**config.mk**
```make
export PLATFORM = sky130hd
export DESIGN_NAME = watchdog_interval_timer
export DESIGN_NICKNAME = d
export VERILOG_FILES = /design/src/common/wdt_pkg.sv /design/src/common/wdt_cnt_if.sv /design/src/logic/watchdog_interval_timer.sv /design/src/logic/wdt_counter.sv
export SDC_FILE = /design/constraint.sdc
export NUM_CORES = 1
export LEC_CHECK = 0
export BUFFER_PORTS_ARGS = -buffer_cell sky130_fd_sc_hd__buf_4
export CAP_MARGIN = 20
export CORE_ASPECT_RATIO = 1.75
export CORE_UTILIZATION = 39
export DETAILED_ROUTE_END_ITERATION = 8
export MAX_ROUTING_LAYER = met4
export PLACE_DENSITY = 0.66
export SLEW_MARGIN = 10
export SYNTH_ARGS = -nofsm -noshare
export SYNTH_HDL_FRONTEND = slang
export SYNTH_SLANG_ARGS = --single-unit
```
**constraint.sdc**
```tcl
create_clock -name sys_clk -period 2.2 [get_ports sys_clk]
set_input_delay 0.33 -clock sys_clk [delete_from_list [all_inputs] [get_ports sys_clk]]
set_output_delay 0.33 -clock sys_clk [all_outputs]
set_load 0.03 [all_outputs]
```
**src/common/wdt_pkg.sv**
```systemverilog
package wdt_pkg;

    // Register map, byte wide registers on the CPU data bus
    localparam logic [15:0] ADDR_PERIOD_SELECT = 16'hFF42;
    localparam logic [15:0] ADDR_MODE_CONTROL = 16'hFFF9;

    // Reset values
    localparam logic [7:0] PERIOD_SELECT_RESET = 8'h00;
    localparam logic [7:0] MODE_CONTROL_RESET = 8'h00;

    // Field layout of the period select register
    localparam int PERIOD_CODE_WIDTH = 3;
    localparam logic [2:0] PERIOD_CODE_LONGEST = 3'h7;

    // Field layout of the mode control register
    localparam logic [2:0] BIT_RESTART = 3'h7;
    localparam logic [2:0] BIT_WATCHDOG_MODE = 3'h4;
    localparam logic [2:0] BIT_OVERFLOW_ACTION = 3'h3;

    // Counter structure and overflow exponents, in main clock cycles as powers of two
    localparam int COUNT_WIDTH = 20;
    localparam int PRESCALE_BITS = 4;
    localparam int EXP_WIDTH = 6;
    localparam int PERIOD_BASE_EXP = 12;
    localparam int PERIOD_CODE7_EXP = 20;

endpackage

```
**src/common/wdt_cnt_if.sv**
```systemverilog
`timescale 1ns/1ps
interface wdt_cnt_if;
    logic count_en;
    logic restart;
    logic [wdt_pkg::PERIOD_CODE_WIDTH-1:0] period_code;
    logic overflow;

    modport ctrl (
        output count_en,
        output restart,
        output period_code,
        input overflow
    );

    modport counter (
        input count_en,
        input restart,
        input period_code,
        output overflow
    );
endinterface // wdt_cnt_if

```
**src/logic/watchdog_interval_timer.sv**
```systemverilog
`timescale 1ns/1ps
// Notes on behaviour
// - Period code 0..6 gives 2^12..2^18 cycles, code 7 gives 2^20.
// - Period register takes byte writes only, resets to zero, upper bits read zero.
// - Mode register takes bit and byte writes; mode bits 4,3; restart bit 7.
// - Bit 4 low: interval interrupt; high: bit 3 picks NMI or chip reset.
// - Mode bits, once one, ignore software zeros until system reset.
// - Restart bit cannot be cleared; only reset stops a started counter.
// - Writing one to restart clears and starts counting; zero leaves stopped counter stopped.
// - Missed restart in watchdog mode gives reset or NMI per bit 3.
// - First period after restart may be up to half a percent short.
// - Counting continues in HALT, freezes in STOP.
// - Counting halts while the CPU runs from the subsystem clock.
// - Interval mode raises a maskable request at every overflow, no restart needed.
// - Interval request obeys its mask and priority flags; highest default priority.
module watchdog_interval_timer #(
    parameter int BASE_EXP = wdt_pkg::PERIOD_BASE_EXP,
    parameter int CODE7_EXP = wdt_pkg::PERIOD_CODE7_EXP
) (
    // Clock and reset
    input wire logic sys_clk,
    input wire logic reset,
    // CPU data bus
    input wire logic [15:0] bus_addr,
    input wire logic [7:0] bus_wdata,
    input wire logic bus_wr_byte,
    input wire logic bus_wr_bit,
    input wire logic [2:0] bus_bit_pos,
    input wire logic bus_bit_val,
    input wire logic bus_rd,
    output logic [7:0] bus_rdata,
    // CPU operating state
    input wire logic cpu_stop,
    input wire logic cpu_subclock,
    // Interrupt controller flags
    input wire logic interval_irq_mask,
    input wire logic interval_irq_priority,
    // Requests
    output logic interval_irq,
    output logic interval_irq_prio,
    output logic nmi_req,
    output logic chip_reset_req
);

    // Register state
    logic [wdt_pkg::PERIOD_CODE_WIDTH-1:0] period_code;
    logic [wdt_pkg::PERIOD_CODE_WIDTH-1:0] next_period_code;
    logic watchdog_mode_select;
    logic next_watchdog_mode_select;
    logic overflow_action_select;
    logic next_overflow_action_select;
    logic run;
    logic next_run;
    logic [7:0] next_bus_rdata;

    // Request state
    logic next_interval_irq;
    logic next_interval_irq_prio;
    logic next_nmi_req;
    logic next_chip_reset_req;

    // Decode
    logic sel_period;
    logic sel_mode;
    logic mode_byte_wr;
    logic mode_bit_wr;
    logic restart_req;
    logic set_watchdog_mode;
    logic set_overflow_action;
    logic overflow;

    wdt_cnt_if cnt_bus ();

    assign sel_period = (bus_addr == wdt_pkg::ADDR_PERIOD_SELECT);
    assign sel_mode = (bus_addr == wdt_pkg::ADDR_MODE_CONTROL);
    assign mode_byte_wr = bus_wr_byte && sel_mode;
    assign mode_bit_wr = bus_wr_bit && sel_mode;

    // Only writes of one matter: a zero never clears a sticky bit
    assign restart_req = (mode_byte_wr && bus_wdata[wdt_pkg::BIT_RESTART]) ||
        (mode_bit_wr && bus_bit_pos == wdt_pkg::BIT_RESTART && bus_bit_val);
    assign set_watchdog_mode = (mode_byte_wr && bus_wdata[wdt_pkg::BIT_WATCHDOG_MODE]) ||
        (mode_bit_wr && bus_bit_pos == wdt_pkg::BIT_WATCHDOG_MODE && bus_bit_val);
    assign set_overflow_action = (mode_byte_wr && bus_wdata[wdt_pkg::BIT_OVERFLOW_ACTION]) ||
        (mode_bit_wr && bus_bit_pos == wdt_pkg::BIT_OVERFLOW_ACTION && bus_bit_val);

    // Register file
    always_comb begin
        next_period_code = period_code;
        // Bit writes to the period register are dropped; it is a byte-only register
        if (bus_wr_byte && sel_period) begin
            next_period_code = bus_wdata[wdt_pkg::PERIOD_CODE_WIDTH-1:0];
        end
        next_watchdog_mode_select = watchdog_mode_select || set_watchdog_mode;
        next_overflow_action_select = overflow_action_select || set_overflow_action;
        next_run = run || restart_req;
        next_bus_rdata = bus_rdata;
        if (bus_rd) begin
            if (sel_period) begin
                next_bus_rdata = {5'h00, period_code};
            end else if (sel_mode) begin
                next_bus_rdata = {run, 2'h0, watchdog_mode_select, overflow_action_select, 3'h0};
            end else begin
                next_bus_rdata = 8'h00;
            end
        end
    end

    always_ff @(posedge sys_clk or posedge reset) begin
        if (reset) begin
            period_code <= wdt_pkg::PERIOD_SELECT_RESET[wdt_pkg::PERIOD_CODE_WIDTH-1:0];
            watchdog_mode_select <= wdt_pkg::MODE_CONTROL_RESET[wdt_pkg::BIT_WATCHDOG_MODE];
            overflow_action_select <= wdt_pkg::MODE_CONTROL_RESET[wdt_pkg::BIT_OVERFLOW_ACTION];
            run <= wdt_pkg::MODE_CONTROL_RESET[wdt_pkg::BIT_RESTART];
            bus_rdata <= 8'h00;
        end else begin
            period_code <= next_period_code;
            watchdog_mode_select <= next_watchdog_mode_select;
            overflow_action_select <= next_overflow_action_select;
            run <= next_run;
            bus_rdata <= next_bus_rdata;
        end
    end

    // Counter; HALT needs no input because it does not stop counting
    assign cnt_bus.count_en = run && !cpu_stop && !cpu_subclock;
    assign cnt_bus.restart = restart_req;
    assign cnt_bus.period_code = period_code;
    assign overflow = cnt_bus.overflow;

    wdt_counter #(
        .BASE_EXP(BASE_EXP),
        .CODE7_EXP(CODE7_EXP)
    ) u_counter (
        .sys_clk(sys_clk),
        .reset(reset),
        .cnt_port(cnt_bus.counter)
    );

    // Overflow dispatch; the mode in force at the overflow decides the action
    always_comb begin
        next_interval_irq = overflow && !watchdog_mode_select && !interval_irq_mask;
        next_nmi_req = overflow && watchdog_mode_select && !overflow_action_select;
        next_chip_reset_req = overflow && watchdog_mode_select && overflow_action_select;
        next_interval_irq_prio = interval_irq_priority;
    end

    always_ff @(posedge sys_clk or posedge reset) begin
        if (reset) begin
            interval_irq <= 1'b0;
            nmi_req <= 1'b0;
            chip_reset_req <= 1'b0;
            interval_irq_prio <= 1'b0;
        end else begin
            interval_irq <= next_interval_irq;
            nmi_req <= next_nmi_req;
            chip_reset_req <= next_chip_reset_req;
            interval_irq_prio <= next_interval_irq_prio;
        end
    end
endmodule // watchdog_interval_timer

```
**src/logic/wdt_counter.sv**
```systemverilog
`timescale 1ns/1ps
module wdt_counter #(
    parameter int BASE_EXP = wdt_pkg::PERIOD_BASE_EXP,
    parameter int CODE7_EXP = wdt_pkg::PERIOD_CODE7_EXP
) (
    // Clock and reset
    input wire logic sys_clk,
    input wire logic reset,
    // Control side
    wdt_cnt_if.counter cnt_port
);

    logic [wdt_pkg::COUNT_WIDTH-1:0] count;
    logic [wdt_pkg::COUNT_WIDTH-1:0] next_count;
    logic [wdt_pkg::COUNT_WIDTH-1:0] span_mask;
    logic [wdt_pkg::EXP_WIDTH-1:0] sel_exp;
    logic overflow;
    logic next_overflow;
    logic at_limit;

    assign sel_exp = (cnt_port.period_code == wdt_pkg::PERIOD_CODE_LONGEST) ?
        wdt_pkg::EXP_WIDTH'(CODE7_EXP) :
        wdt_pkg::EXP_WIDTH'(BASE_EXP) + wdt_pkg::EXP_WIDTH'(cnt_port.period_code);

    genvar i;
    generate
        for (i = 0; i < wdt_pkg::COUNT_WIDTH; i++) begin : g_span
            assign span_mask[i] = (wdt_pkg::EXP_WIDTH'(i) < sel_exp);
        end
    endgenerate

    // Selected stage is about to toggle back to zero
    assign at_limit = &(count | ~span_mask);

    always_comb begin
        next_count = count;
        next_overflow = 1'b0;
        if (cnt_port.count_en) begin
            next_count = count + 20'h00001;
            next_overflow = at_limit && !cnt_port.restart;
        end
        // Low prescaler stages keep running, so the first period may come short
        if (cnt_port.restart) begin
            next_count[wdt_pkg::COUNT_WIDTH-1:wdt_pkg::PRESCALE_BITS] = '0;
        end
    end

    always_ff @(posedge sys_clk or posedge reset) begin
        if (reset) begin
            count <= '0;
            overflow <= 1'b0;
        end else begin
            count <= next_count;
            overflow <= next_overflow;
        end
    end

    assign cnt_port.overflow = overflow;
endmodule // wdt_counter

```
Word level (Yosys, flattened, before mapping)
Index checks and enable logic that the tools add are counted. Widths: inputs -> output; s select.

Register bits after elaboration: 39. Bits of input ports: 37. Output and inout port bits: 12. Word-level logic and storage cells: 82.

$add $sub $neg: 2. Order comparisons: 20. Eq/ne operators: 6. Multiplexer cells: 6. Bitwise logic cells: 2. Reduce and logical (&&, ||, !) cells: 34.

Operators with widths (count): $lt 4x6->1 const A (8); $eq 16x16->1 const B (2); $lt 3x6->1 const A (4); $lt 5x6->1 const A (4); $add 20x1->20 const B (1); $logic_and 1x1->1 (20); $mux 20 (1); $not 20->20 (1); $or 20x20->20 (1); $reduce_and 20->1 (1); $mux 16 (1); $mux 8 (2); $lt 1x6->1 const A (2); $lt 2x6->1 const A (2); $eq 3x3->1 const B (3); $logic_not 1->1 (6); $logic_or 1x1->1 (6); $mux 6 (1); $add 4x3->5 const A (1); $eq 3x2->1 const B (1); $reduce_bool 2->1 (1); $mux 1 (1).

Logic depth before layout (Yosys ltp)
Gate-level depths: netlist of run 1.

Depth in word-level cells: 8. Mapped depth: 5.

Modules after synthesis
Synthesis of run 1 repeated with hierarchy kept, for this count alone.

Cell total of the unflattened synthesis: 178. Area total of the unflattened synthesis: 1866.8 um^2.

Modules (own cells, without submodules): wdt_counter (instances 1, cells each 116, area an instance 1146.1 um^2); watchdog_interval_timer (instances 1, cells each 62, area an instance 720.7 um^2).

Least setup slack after synthesis of run 1
OpenSTA, ideal clock, no wires.

Path type: reg2reg. Start: register u_counter.count[7] in the netlist's numbering. End: register u_counter.count[16] in the netlist's numbering. Setup time: 77 ps. Arrival time: 1632 ps. Data required time: 2123 ps. Path slack: 490 ps. Cell stages (with the launch flop): 5. Buffers on the path: 0. Period minus slack after synthesis: 1710 ps. Path through: dfrtp_1 > nand3_1 > or4_4 > or4_1 > a21oi_1.

Longest elaborated chain between the ends: 3.

RTL lines: start: declaration (line wdt_counter.sv:13) `logic [wdt_pkg::COUNT_WIDTH-1:0] count;`; start signal: assignment (line wdt_counter.sv:53) `count <= next_count;`; $add 20x1->20 (line wdt_counter.sv:39) `next_count = count + 20'h00001;`; $mux 20 (line wdt_counter.sv:38) `if (cnt_port.count_en) begin`; $mux 16 (line wdt_counter.sv:43) `if (cnt_port.restart) begin`.

No other way between the ends. The select of a mux whose other input is x is not followed. A chain may end at the register's enable or synchronous reset.

Final worst setup path of run 1
Same ends and word-level chain as after synthesis.

==> results summary, run 1 <==
The flow ran to the end, and the final reports show no timing, DRC or antenna violations. After Yosys synthesis, and, or, nand and nor cells account for between 20% and 30% of the synthesized area. The count of pins on the block boundary is 49.

The number of nets in the layout came out at 261. For this run, design rule violations remaining after detail routing come to 0. The fraction of the core area covered by cells at the end of the flow came out at 51.68%.

Summed over all failing endpoints, the final setup total negative slack is 0 ps. Broken down by cell family, the worst path's largest delay share belongs to simple AND/OR/NAND/NOR gates. The average instance in the mapped netlist occupies 10.41 sq um.

The number of instances in the synthesized netlist came out at 173. In this run the tightest slew margin relative to its limit is about 66%. At the later pin of the worst-skew pair, clock insertion delay measures 290 ps. The final worst setup slack is 323.5 ps. The TritonCTS buffer count came out at 5. The static leakage power came out at about 1.1 nW. In the final layout, the registers with the most flip-flops are u_counter.count (20), bus_rdata (6), cnt_bus.period_code (3). The worst setup slack before clock tree synthesis came out at 279.0 ps.

The final max-slew violation count is 0. The fraction of the mapped netlist area in compound gates came out at 12.15%. The count of flip-flops with a built-in enable after synthesis is 0.

The final critical path takes up 85.30% of the cycle. The power dissipated by switching net loads came out at 0.2683 mW. The cell area after technology mapping came out at 0.001802 sq mm.

Setup slack on the worst reg-to-reg path comes out at 320 ps. The final hold violation count came out at 0. Counting flops per register, the top entry is u_counter.count. Of all flip-flops after synthesis, the portion carrying an async set or reset was 100.0%.

The longest clock path from root to sink contains 2 buffers. The horizontal die dimension is between 50 and 60 um. The signal on the critical path passes through nand3_1, or4_4, or4_1, a21oi_1. The clock share of power came out at 38.4%. In this run the number of H-tree levels came out at 2. The most instantiated flip-flop cell in the synthesis netlist is sky130_fd_sc_hd__dfrtp_1. Summing the areas of all fa, ha and maj instances in the mapped netlist gives 0.6944% of the synthesized area. In the final layout, the multi-input gates occupy 820.8 sq um. The maximum clock frequency came out at 532.9 MHz.

The post-route netlist has 27.80% of its cells at a drive strength greater than 1. The number of flip-flops under the largest register name is 20. The number of buffers inserted by port buffering is 44. The critical path crosses 4 cells after its start point. The number of cells on the worst reg-to-reg path came out at 4. The relative contribution of sequential cells to total power is 54.8%. The combinational family with the most area after synthesis is simple AND/OR/NAND/NOR gates. The slowest stage of the critical path belongs to the cell sky130_fd_sc_hd__or4_4. The data arrival time of the critical path came out at 2090 ps. The worst setup skew after layout came out at about 3.9 ps. The maximum number of pins on one net before global-route repair is 38. After synthesis, flip-flops and latches occupy 51.39% of the total area. The worst setup path is captured at a register. The wire-length estimate of the detail-placed layout is 3023 um.

The total area inside the core boundary comes to approximately 0.0044 sq mm. The number of setup buffers added after CTS is 0. After detailed routing, the total wire length is 4008 um. The fraction of synthesized cell area in xor and xnor cells came out at 5.347%. The worst path needs 1877 ps of the cycle, external delays included.

The post-synthesis register bit count came out at 37. The launching point of the worst reg2reg path is u_counter.count[7]. The number of nets with antenna violations after routing came out at 0. The first-pass GRT wire length came out at 6430 um. In the final layout, flip-flops and latches occupy 925.9 sq um. The switching power share of the total came out at between 20 and 25%.

The mean number of vias per cell came out at 5.646. Of all nets on the critical path, the largest fanout is 14. The number of antenna repair diodes is 0.

The slew at the pin closest to its max-slew limit came out at 509.2 ps. Clock-pin slew was measured on the worst setup and hold paths at 70 ps. The total setup violations reported at the end of the flow is 0. CTS placed an instance of sky130_fd_sc_hd__clkbuf_8 at the clock tree root.

The tightest min-delay check is of the in2reg type. The overall track demand over capacity in global routing came out at 18.51%. The die is 91.92 um tall. After synthesis, the netlist uses 39 different library cells. The worst-case IR drop observed on VDD is 0.3035 mV. Internal power comes to between 0.9 and 1 mW. The combinational fraction of design power is around 7%. The number of design-rule violations left by the first detailed-router iteration is 25.

Multiplexer cells account for 2.500% of the synthesized area. The required time of the critical path came out at ~2400 ps. The vias after detailed routing came out at between 1500 and 2000.

The count of synthesis-stage warnings from yosys came out at 0. The starting density of the core is 40.91%. In this run the worst setup path terminates at u_counter.count[16]. The buffering stage count on the worst path with inverters included came out at 0.

The hold buffer count at cts is 0. Before antenna repair, the detailed router went through 4 iterations. Dividing total power by cell area gives a power density of 546.7 mW/mm^2. The initial antenna violation count is 0. Across the run, the number of max-cap violations was 0. The critical path is of the reg2reg type. The area of the die is 0.004906 sq mm.

The tree built by TritonCTS fans out to 37 sinks. Setup repair after global routing left no endpoint under its margin. The global-route congestion overflow total came out at 0. The post-cts gate resize count came out at 0. The relative area change from synthesis to final layout is 26.32%. In this run the critical register-to-register path is captured at u_counter.count[16].

The worst setup path is launched from a register. The via count of the first global-routing pass came out at 1557. The floorplan row count is 32. The most critical setup path has its startpoint at u_counter.count[7]. The overall power after layout is 1.244 mW. At the end of routability-driven placement, the weighted congestion stood at 0.7762.

The routed wire length per instance is 14.63 um. On the worst path, the slowest cell contributes a delay of 600 ps. After filler insertion, the fill cell instance count of the layout stands at ~450.

TritonCTS built the clock tree.
## power groups by stage
stage | Clock (mW) | Combinational [mW] | Sequential [mW]
finish | 0.478 | 0.0846 | 0.681
global route | 0.519 | 0.0929 | 0.681
CTS | 0.491 | 0.0865 | 0.681
detailed placement | 0 | 0.0862 | 0.694
global placement | 0 | 0.0849 | 0.694
floorplan | 0 | 0.0277 | 0.696
## cell usage in the layout (no fill, tap or decap), types with 2 or more instances in the layout
cell	count
sky130_fd_sc_hd__or3_1	4
sky130_fd_sc_hd__nand2_1	10
sky130_fd_sc_hd__buf_4	47
sky130_fd_sc_hd__xnor2_1	7
sky130_fd_sc_hd__nor4_1	4
sky130_fd_sc_hd__conb_1	2
sky130_fd_sc_hd__inv_1	7
sky130_fd_sc_hd__dfrtp_1	37
sky130_fd_sc_hd__or4_1	6
sky130_fd_sc_hd__a32oi_1	2
sky130_fd_sc_hd__and3_1	3
sky130_fd_sc_hd__xor2_1	4
sky130_fd_sc_hd__clkbuf_8	6
sky130_fd_sc_hd__o21ai_0	5
sky130_fd_sc_hd__nor2_1	11
sky130_fd_sc_hd__nand4b_1	2
sky130_fd_sc_hd__o31ai_1	5
sky130_fd_sc_hd__nand4_1	9
sky130_fd_sc_hd__mux2_2	4
sky130_fd_sc_hd__nand3_1	8
sky130_fd_sc_hd__nor3b_1	3
sky130_fd_sc_hd__nor3_1	3
sky130_fd_sc_hd__a21oi_1	11
sky130_fd_sc_hd__a22o_1	6
sky130_fd_sc_hd__o21bai_1	2
## routing by layer
metal  track usage, %  routed length [um]  vias to the layer above
met3            3.814                 208                       13
li1                 -                   -                      743
met2            33.33                2181                       47
met5                -                   0                        -
met4            11.84                 174                        0
met1            16.03                1444                      744
## how the worst min path moves through the flow
stage | cells past startpoint | to | startpoint
after floorplan | 0 | interval_irq_prio | interval_irq_priority
final | 1 | interval_irq_prio | interval_irq_priority
after global routing | 1 | interval_irq_prio | interval_irq_priority
after CTS | 1 | interval_irq_prio | interval_irq_priority
after detailed placement | 1 | interval_irq_prio | interval_irq_priority
after global placement | 1 | interval_irq_prio | interval_irq_priority
## per-stage QoR
stage	area, sq um	instances	hold WS [ps]
2_1_floorplan	1805	174	361.4
3_3_place_gp	2190	267	439.5
3_5_place_dp	2190	267	440.6
4_1_cts	2276	274	136.8
5_1_grt	2276	274	130.9
6_report	2276	274	144.5
## synthesized netlist by cell type, types with 5 or more instances
library cell,n,area [sq um]
sky130_fd_sc_hd__dfrtp_1,37,925.9
sky130_fd_sc_hd__xnor2_1,7,61.31
sky130_fd_sc_hd__a21oi_1,11,55.05
sky130_fd_sc_hd__inv_1,7,26.28
sky130_fd_sc_hd__a22o_1,6,52.55
sky130_fd_sc_hd__nand3_1,8,40.04
sky130_fd_sc_hd__or4_1,6,45.04
sky130_fd_sc_hd__o31ai_1,5,37.54
sky130_fd_sc_hd__nor2_1,11,41.29
sky130_fd_sc_hd__nand4_1,9,56.30
sky130_fd_sc_hd__nand2_1,10,37.54
sky130_fd_sc_hd__o21ai_0,5,25.02
## cell type report
cell class / instances / area share, %
Multi-Input combinational cell: 125 / 36.06
Inverter: 7 / 1.154
Timing Repair Buffer: 47 / 15.50
Clock buffer: 7 / 3.793
Sequential cell: 37 / 40.68
Tap cell: 51 / 2.804
## cell families (layout without fill, tap and decap cells)
family,Yosys count,count (layout)
buffers and inverters,12,61
xor gates and xnor gates,11,11
adders and majority gates,1,1
DFF,37,37
and+or+nand+nor,74,74
AOI/OAI and AO/OA,33,33
other,1,2
muxes,4,4
(Power assumes the default switching activity.)
==> inputs of run 2 (changes only) <==
Settings changed: CORE_UTILIZATION 39 to 52, PLACE_DENSITY 0.66 to 0.83, SYNTH_HIERARCHICAL set to 1.
==> run 2 against run 1 <==
Synthesized cell count increased by 2.9%. Sequential power is essentially flat. Register-to-register slack worse by 50 ps. Synthesized area increased by 3.6%. Critical path type unchanged.
==> results summary, run 2 <==
The count of max-cap constraint violations is 0 (unchanged). The starting density of the core is 54.93% (+14 points). The routed wire length per instance came out at 13.91 um (-4.9%).

The number of H-tree levels came out at 2 (unchanged). The part of the Yosys area used for sequential elements is 49.60% (-1.8 points). The largest incremental delay on the critical path is 420 ps (-180 ps). The number of buffers inserted by port buffering was 44 (unchanged). The die extent in y came out at 81.26 um (-12%).

The number of setup buffers added after CTS is 0 (unchanged). The area share of the largest cell type after synthesis is 49.60% (-1.8 points). The setup total negative slack was 0 ps (unchanged).

The area of the die came out at 0.003843 sq mm (-22%). More flip-flops sit in one register than any other, and that register is u_counter/count. The type of the worst min-delay path is in2async. The global routing usage on met2 is 43.01% (+9.7 points).

The number of instances in the synthesized netlist came out at 178 (+2.9%). By instance count, the leading cell after synthesis is sky130_fd_sc_hd__dfrtp_1. The count of cell types in the netlist came out at 46 (+18%). The largest fanout on the critical path came out at 7 (-7).

Leaving out fill and tap cells, the most frequent cells in the layout are sky130_fd_sc_hd__buf_4 (46), sky130_fd_sc_hd__dfrtp_1 (37), sky130_fd_sc_hd__nor2_1 (17). The post-cts gate resize count came to 0 (unchanged). The clock-pin transition on the worst setup and hold timing paths is 80 ps (about the same).

The total number of cells along the worst setup path came out at 6 (+2). The tree is rooted in a sky130_fd_sc_hd__clkbuf_8. The initial antenna violation count came out at 0 (unchanged). The number of antenna repair diodes came out at 0 (unchanged). The proportion of register bits with asynchronous set or reset after synthesis is 100.0% (unchanged). The total half-perimeter wirelength after legalization and detailed placement is 2862 um (-5.3%). The number of nets in the layout came out at 266 (+1.9%). The critical path in this run is classified as reg2reg. The cell area after technology mapping was 0.001867 sq mm (+3.6%).

The commonest non-fill, non-tap cell in the layout is sky130_fd_sc_hd__buf_4. The fraction of met3 tracks used by global routing is 5.111% (+1.3 points). In this design, the largest share of critical-path delay is due to simple AND/OR/NAND/NOR gates. The iteration count of the initial detailed-routing pass is 3 (-1). The floorplan core area is 0.003398 sq mm (-23%). The largest registers in the layout are u_counter/count (20), bus_rdata (6), cnt_bus.period_code (3). The detailed-route DRC error count is 0 (unchanged). By count the netlist is led by sky130_fd_sc_hd__dfrtp_1 (37), sky130_fd_sc_hd__nor2_1 (17), sky130_fd_sc_hd__inv_1 (10), sky130_fd_sc_hd__nand2_1 (10). The data arrival time of the critical path came out at 2100 ps (about the same). The TritonCTS buffer count came to 5 (unchanged). The vias after detailed routing came out at 1494 (-3.4%). The total setup violations reported at the end of the flow is 0 (unchanged).

The final max-slew violation count is 0 (unchanged). The setup slack on the worst flop-to-flop path came out at 280 ps (-50 ps). The mean number of vias per cell is 5.473 (-3.1%).

By area the synthesized netlist is led by sky130_fd_sc_hd__dfrtp_1 (50%), sky130_fd_sc_hd__nor2_1 (3.4%), sky130_fd_sc_hd__xnor2_1 (3.3%), sky130_fd_sc_hd__mux2_1 (2.4%), sky130_fd_sc_hd__mux2_2 (2.4%). The critical path goes through nor3b_1, buf_4, nand3_1, nor4_4, nand4_1, mux2_1. The peak supply drop is 0.6775 mV (+120%). The slew at the pin closest to its max-slew limit came out at 805.3 ps (+296.1 ps). The final hold violation count came out at 0 (unchanged). Setup repair after global routing left no endpoint under its margin. The worst setup skew after layout came out at 10.43 ps (+6.493 ps). The number of cells on the worst reg-to-reg path came to 6 (+2).

The post-layout instance count excluding filler cells is 273 (-0.36%). The first-pass GRT wire length is 6078 um (-5.5%). The final RePlAce weighted congestion is 0.7916 (+2.0%). The fraction of final layout cells with drive strength greater than 1 came out at 29.82% (+2.0 points).

The overall track demand over capacity in global routing is 23.31% (+4.8 points). The required time of the critical path is 2380 ps (-30 ps). TritonCTS built the clock tree. The deepest clock path buffer count came out at 2 (unchanged). met2 is the most crowded layer. The worst setup path is captured at a register. The floorplan row count is 28 (-13%). sky130_fd_sc_hd__dfrtp_1 takes more of the synthesized area than any other cell. The count of flip-flops with a built-in enable after synthesis came out at 0 (unchanged). The post-synthesis area per instance came out at 10.49 sq um (+0.70%).

The via count of the first global-routing pass came out at 1424 (-8.5%). The total power divided by cell area is 611.6 mW/mm^2 (+12%). The most instantiated flip-flop cell in the synthesis netlist is sky130_fd_sc_hd__dfrtp_1.

The total placed cells including tap cells is 265 (-0.75%). The slowest stage of the critical path is the sky130_fd_sc_hd__nor4_4 cell. The relative area change from synthesis to final layout is 28.42%. The horizontal die dimension is 47.29 um (-11%). The number of flip-flops under the largest register name came out at 20 (unchanged). The number of nets with antenna violations after routing came out at 0 (unchanged). The clock net sink count is 37 (unchanged).

The count of pins on the block boundary is 49 (unchanged). The count of synthesis-stage warnings from yosys came out at 6 (+6). The kind of start point of the critical path is a register. The global-route track usage on met1 is 21.80% (+5.8 points). The run finished with clean final reports. The number of design-rule violations left by the first detailed-router iteration is 25 (unchanged). The maximum clock frequency came out at 519.9 MHz (-2.4%). The final worst-path cycle share is 87.43% (+2.1 points).

The total wire length after detailed routing came out at 3798 um (-5.2%). The global-route congestion overflow total came out at 0 (unchanged). The buffering stage count on the worst path with inverters included came out at 1 (+1). The static leakage power came to 1.186 nW (+12%). The shortest clock period the worst path allows after layout came out at 1923 ps (+46.95 ps). The clock insertion delay at the later pin of the skew report is 290 ps (about the same). The maximum number of pins on one net before global-route repair is 25 (-34%). The relative slew slack is 46.26% (-19 points). The post-synthesis register bit count is 37 (unchanged). The hold buffer count at cts came out at 0 (unchanged).
run 2: area by class of cell:
cell class | count | area (sq um)
fillers | 247 | 1001
flip-flops and latches | 37 | 925.9
multi-input cells | 126 | 874.6
repair buffers | 47 | 365.4
clock buffers | 5 | 68.82
clock inverters | 3 | 68.82
well taps | 45 | 56.30
inverters | 10 | 37.54
run 2: logic make-up after synthesis:
group | synth area share [%]
buffers and inverters | 3.753
AOI/OAI and AO/OA | 10.05
other | 0.2009
DFF | 49.60
xor gates and xnor gates | 5.161
and+or+nand+nor | 25.07
muxes | 4.825
adders and majority gates | 1.340
run 2: per-layer routing:
layer / vias up / wire length, um
li1: 726 / -
met1: 718 / 1370
met2: 44 / 2140
met3: 6 / 227
met4: 0 / 60
met5: - / 0
run 2: report_power, final:
part           internal (mW)  switching [mW]  total, mW
logic                 0.0447          0.0388     0.0836
clock network          0.456           0.246      0.702
registers              0.681        0.000472      0.681
total                   1.18           0.285       1.47
run 2: through the flow:
stage                     area (sq um)  power (mW)  hold WS, ps  setup WS, ps  utilization, %
after floorplan                   1871      0.7237        243.7         75.92               -
after global routing              2397       1.521        134.1         50.31           70.54
after detailed placement          2260      0.7792        445.1         143.9           66.49
final                             2397       1.466        103.0         276.5           70.54
after global placement            2260      0.7778        436.0         172.9           66.49
after CTS                         2397       1.485        123.2         269.6           70.54
run 2: path summary, 6_finish.rpt:
kind	from	to
setup / recovery	run	u_counter/count[15]
hold / removal	reset	run
setup reg to reg	run	u_counter/count[15]
hold reg to reg	overflow_action_select	nmi_req
max in group asynchronous	reset	u_counter/count[16]
min in group sys_clk	interval_irq_priority	interval_irq_prio
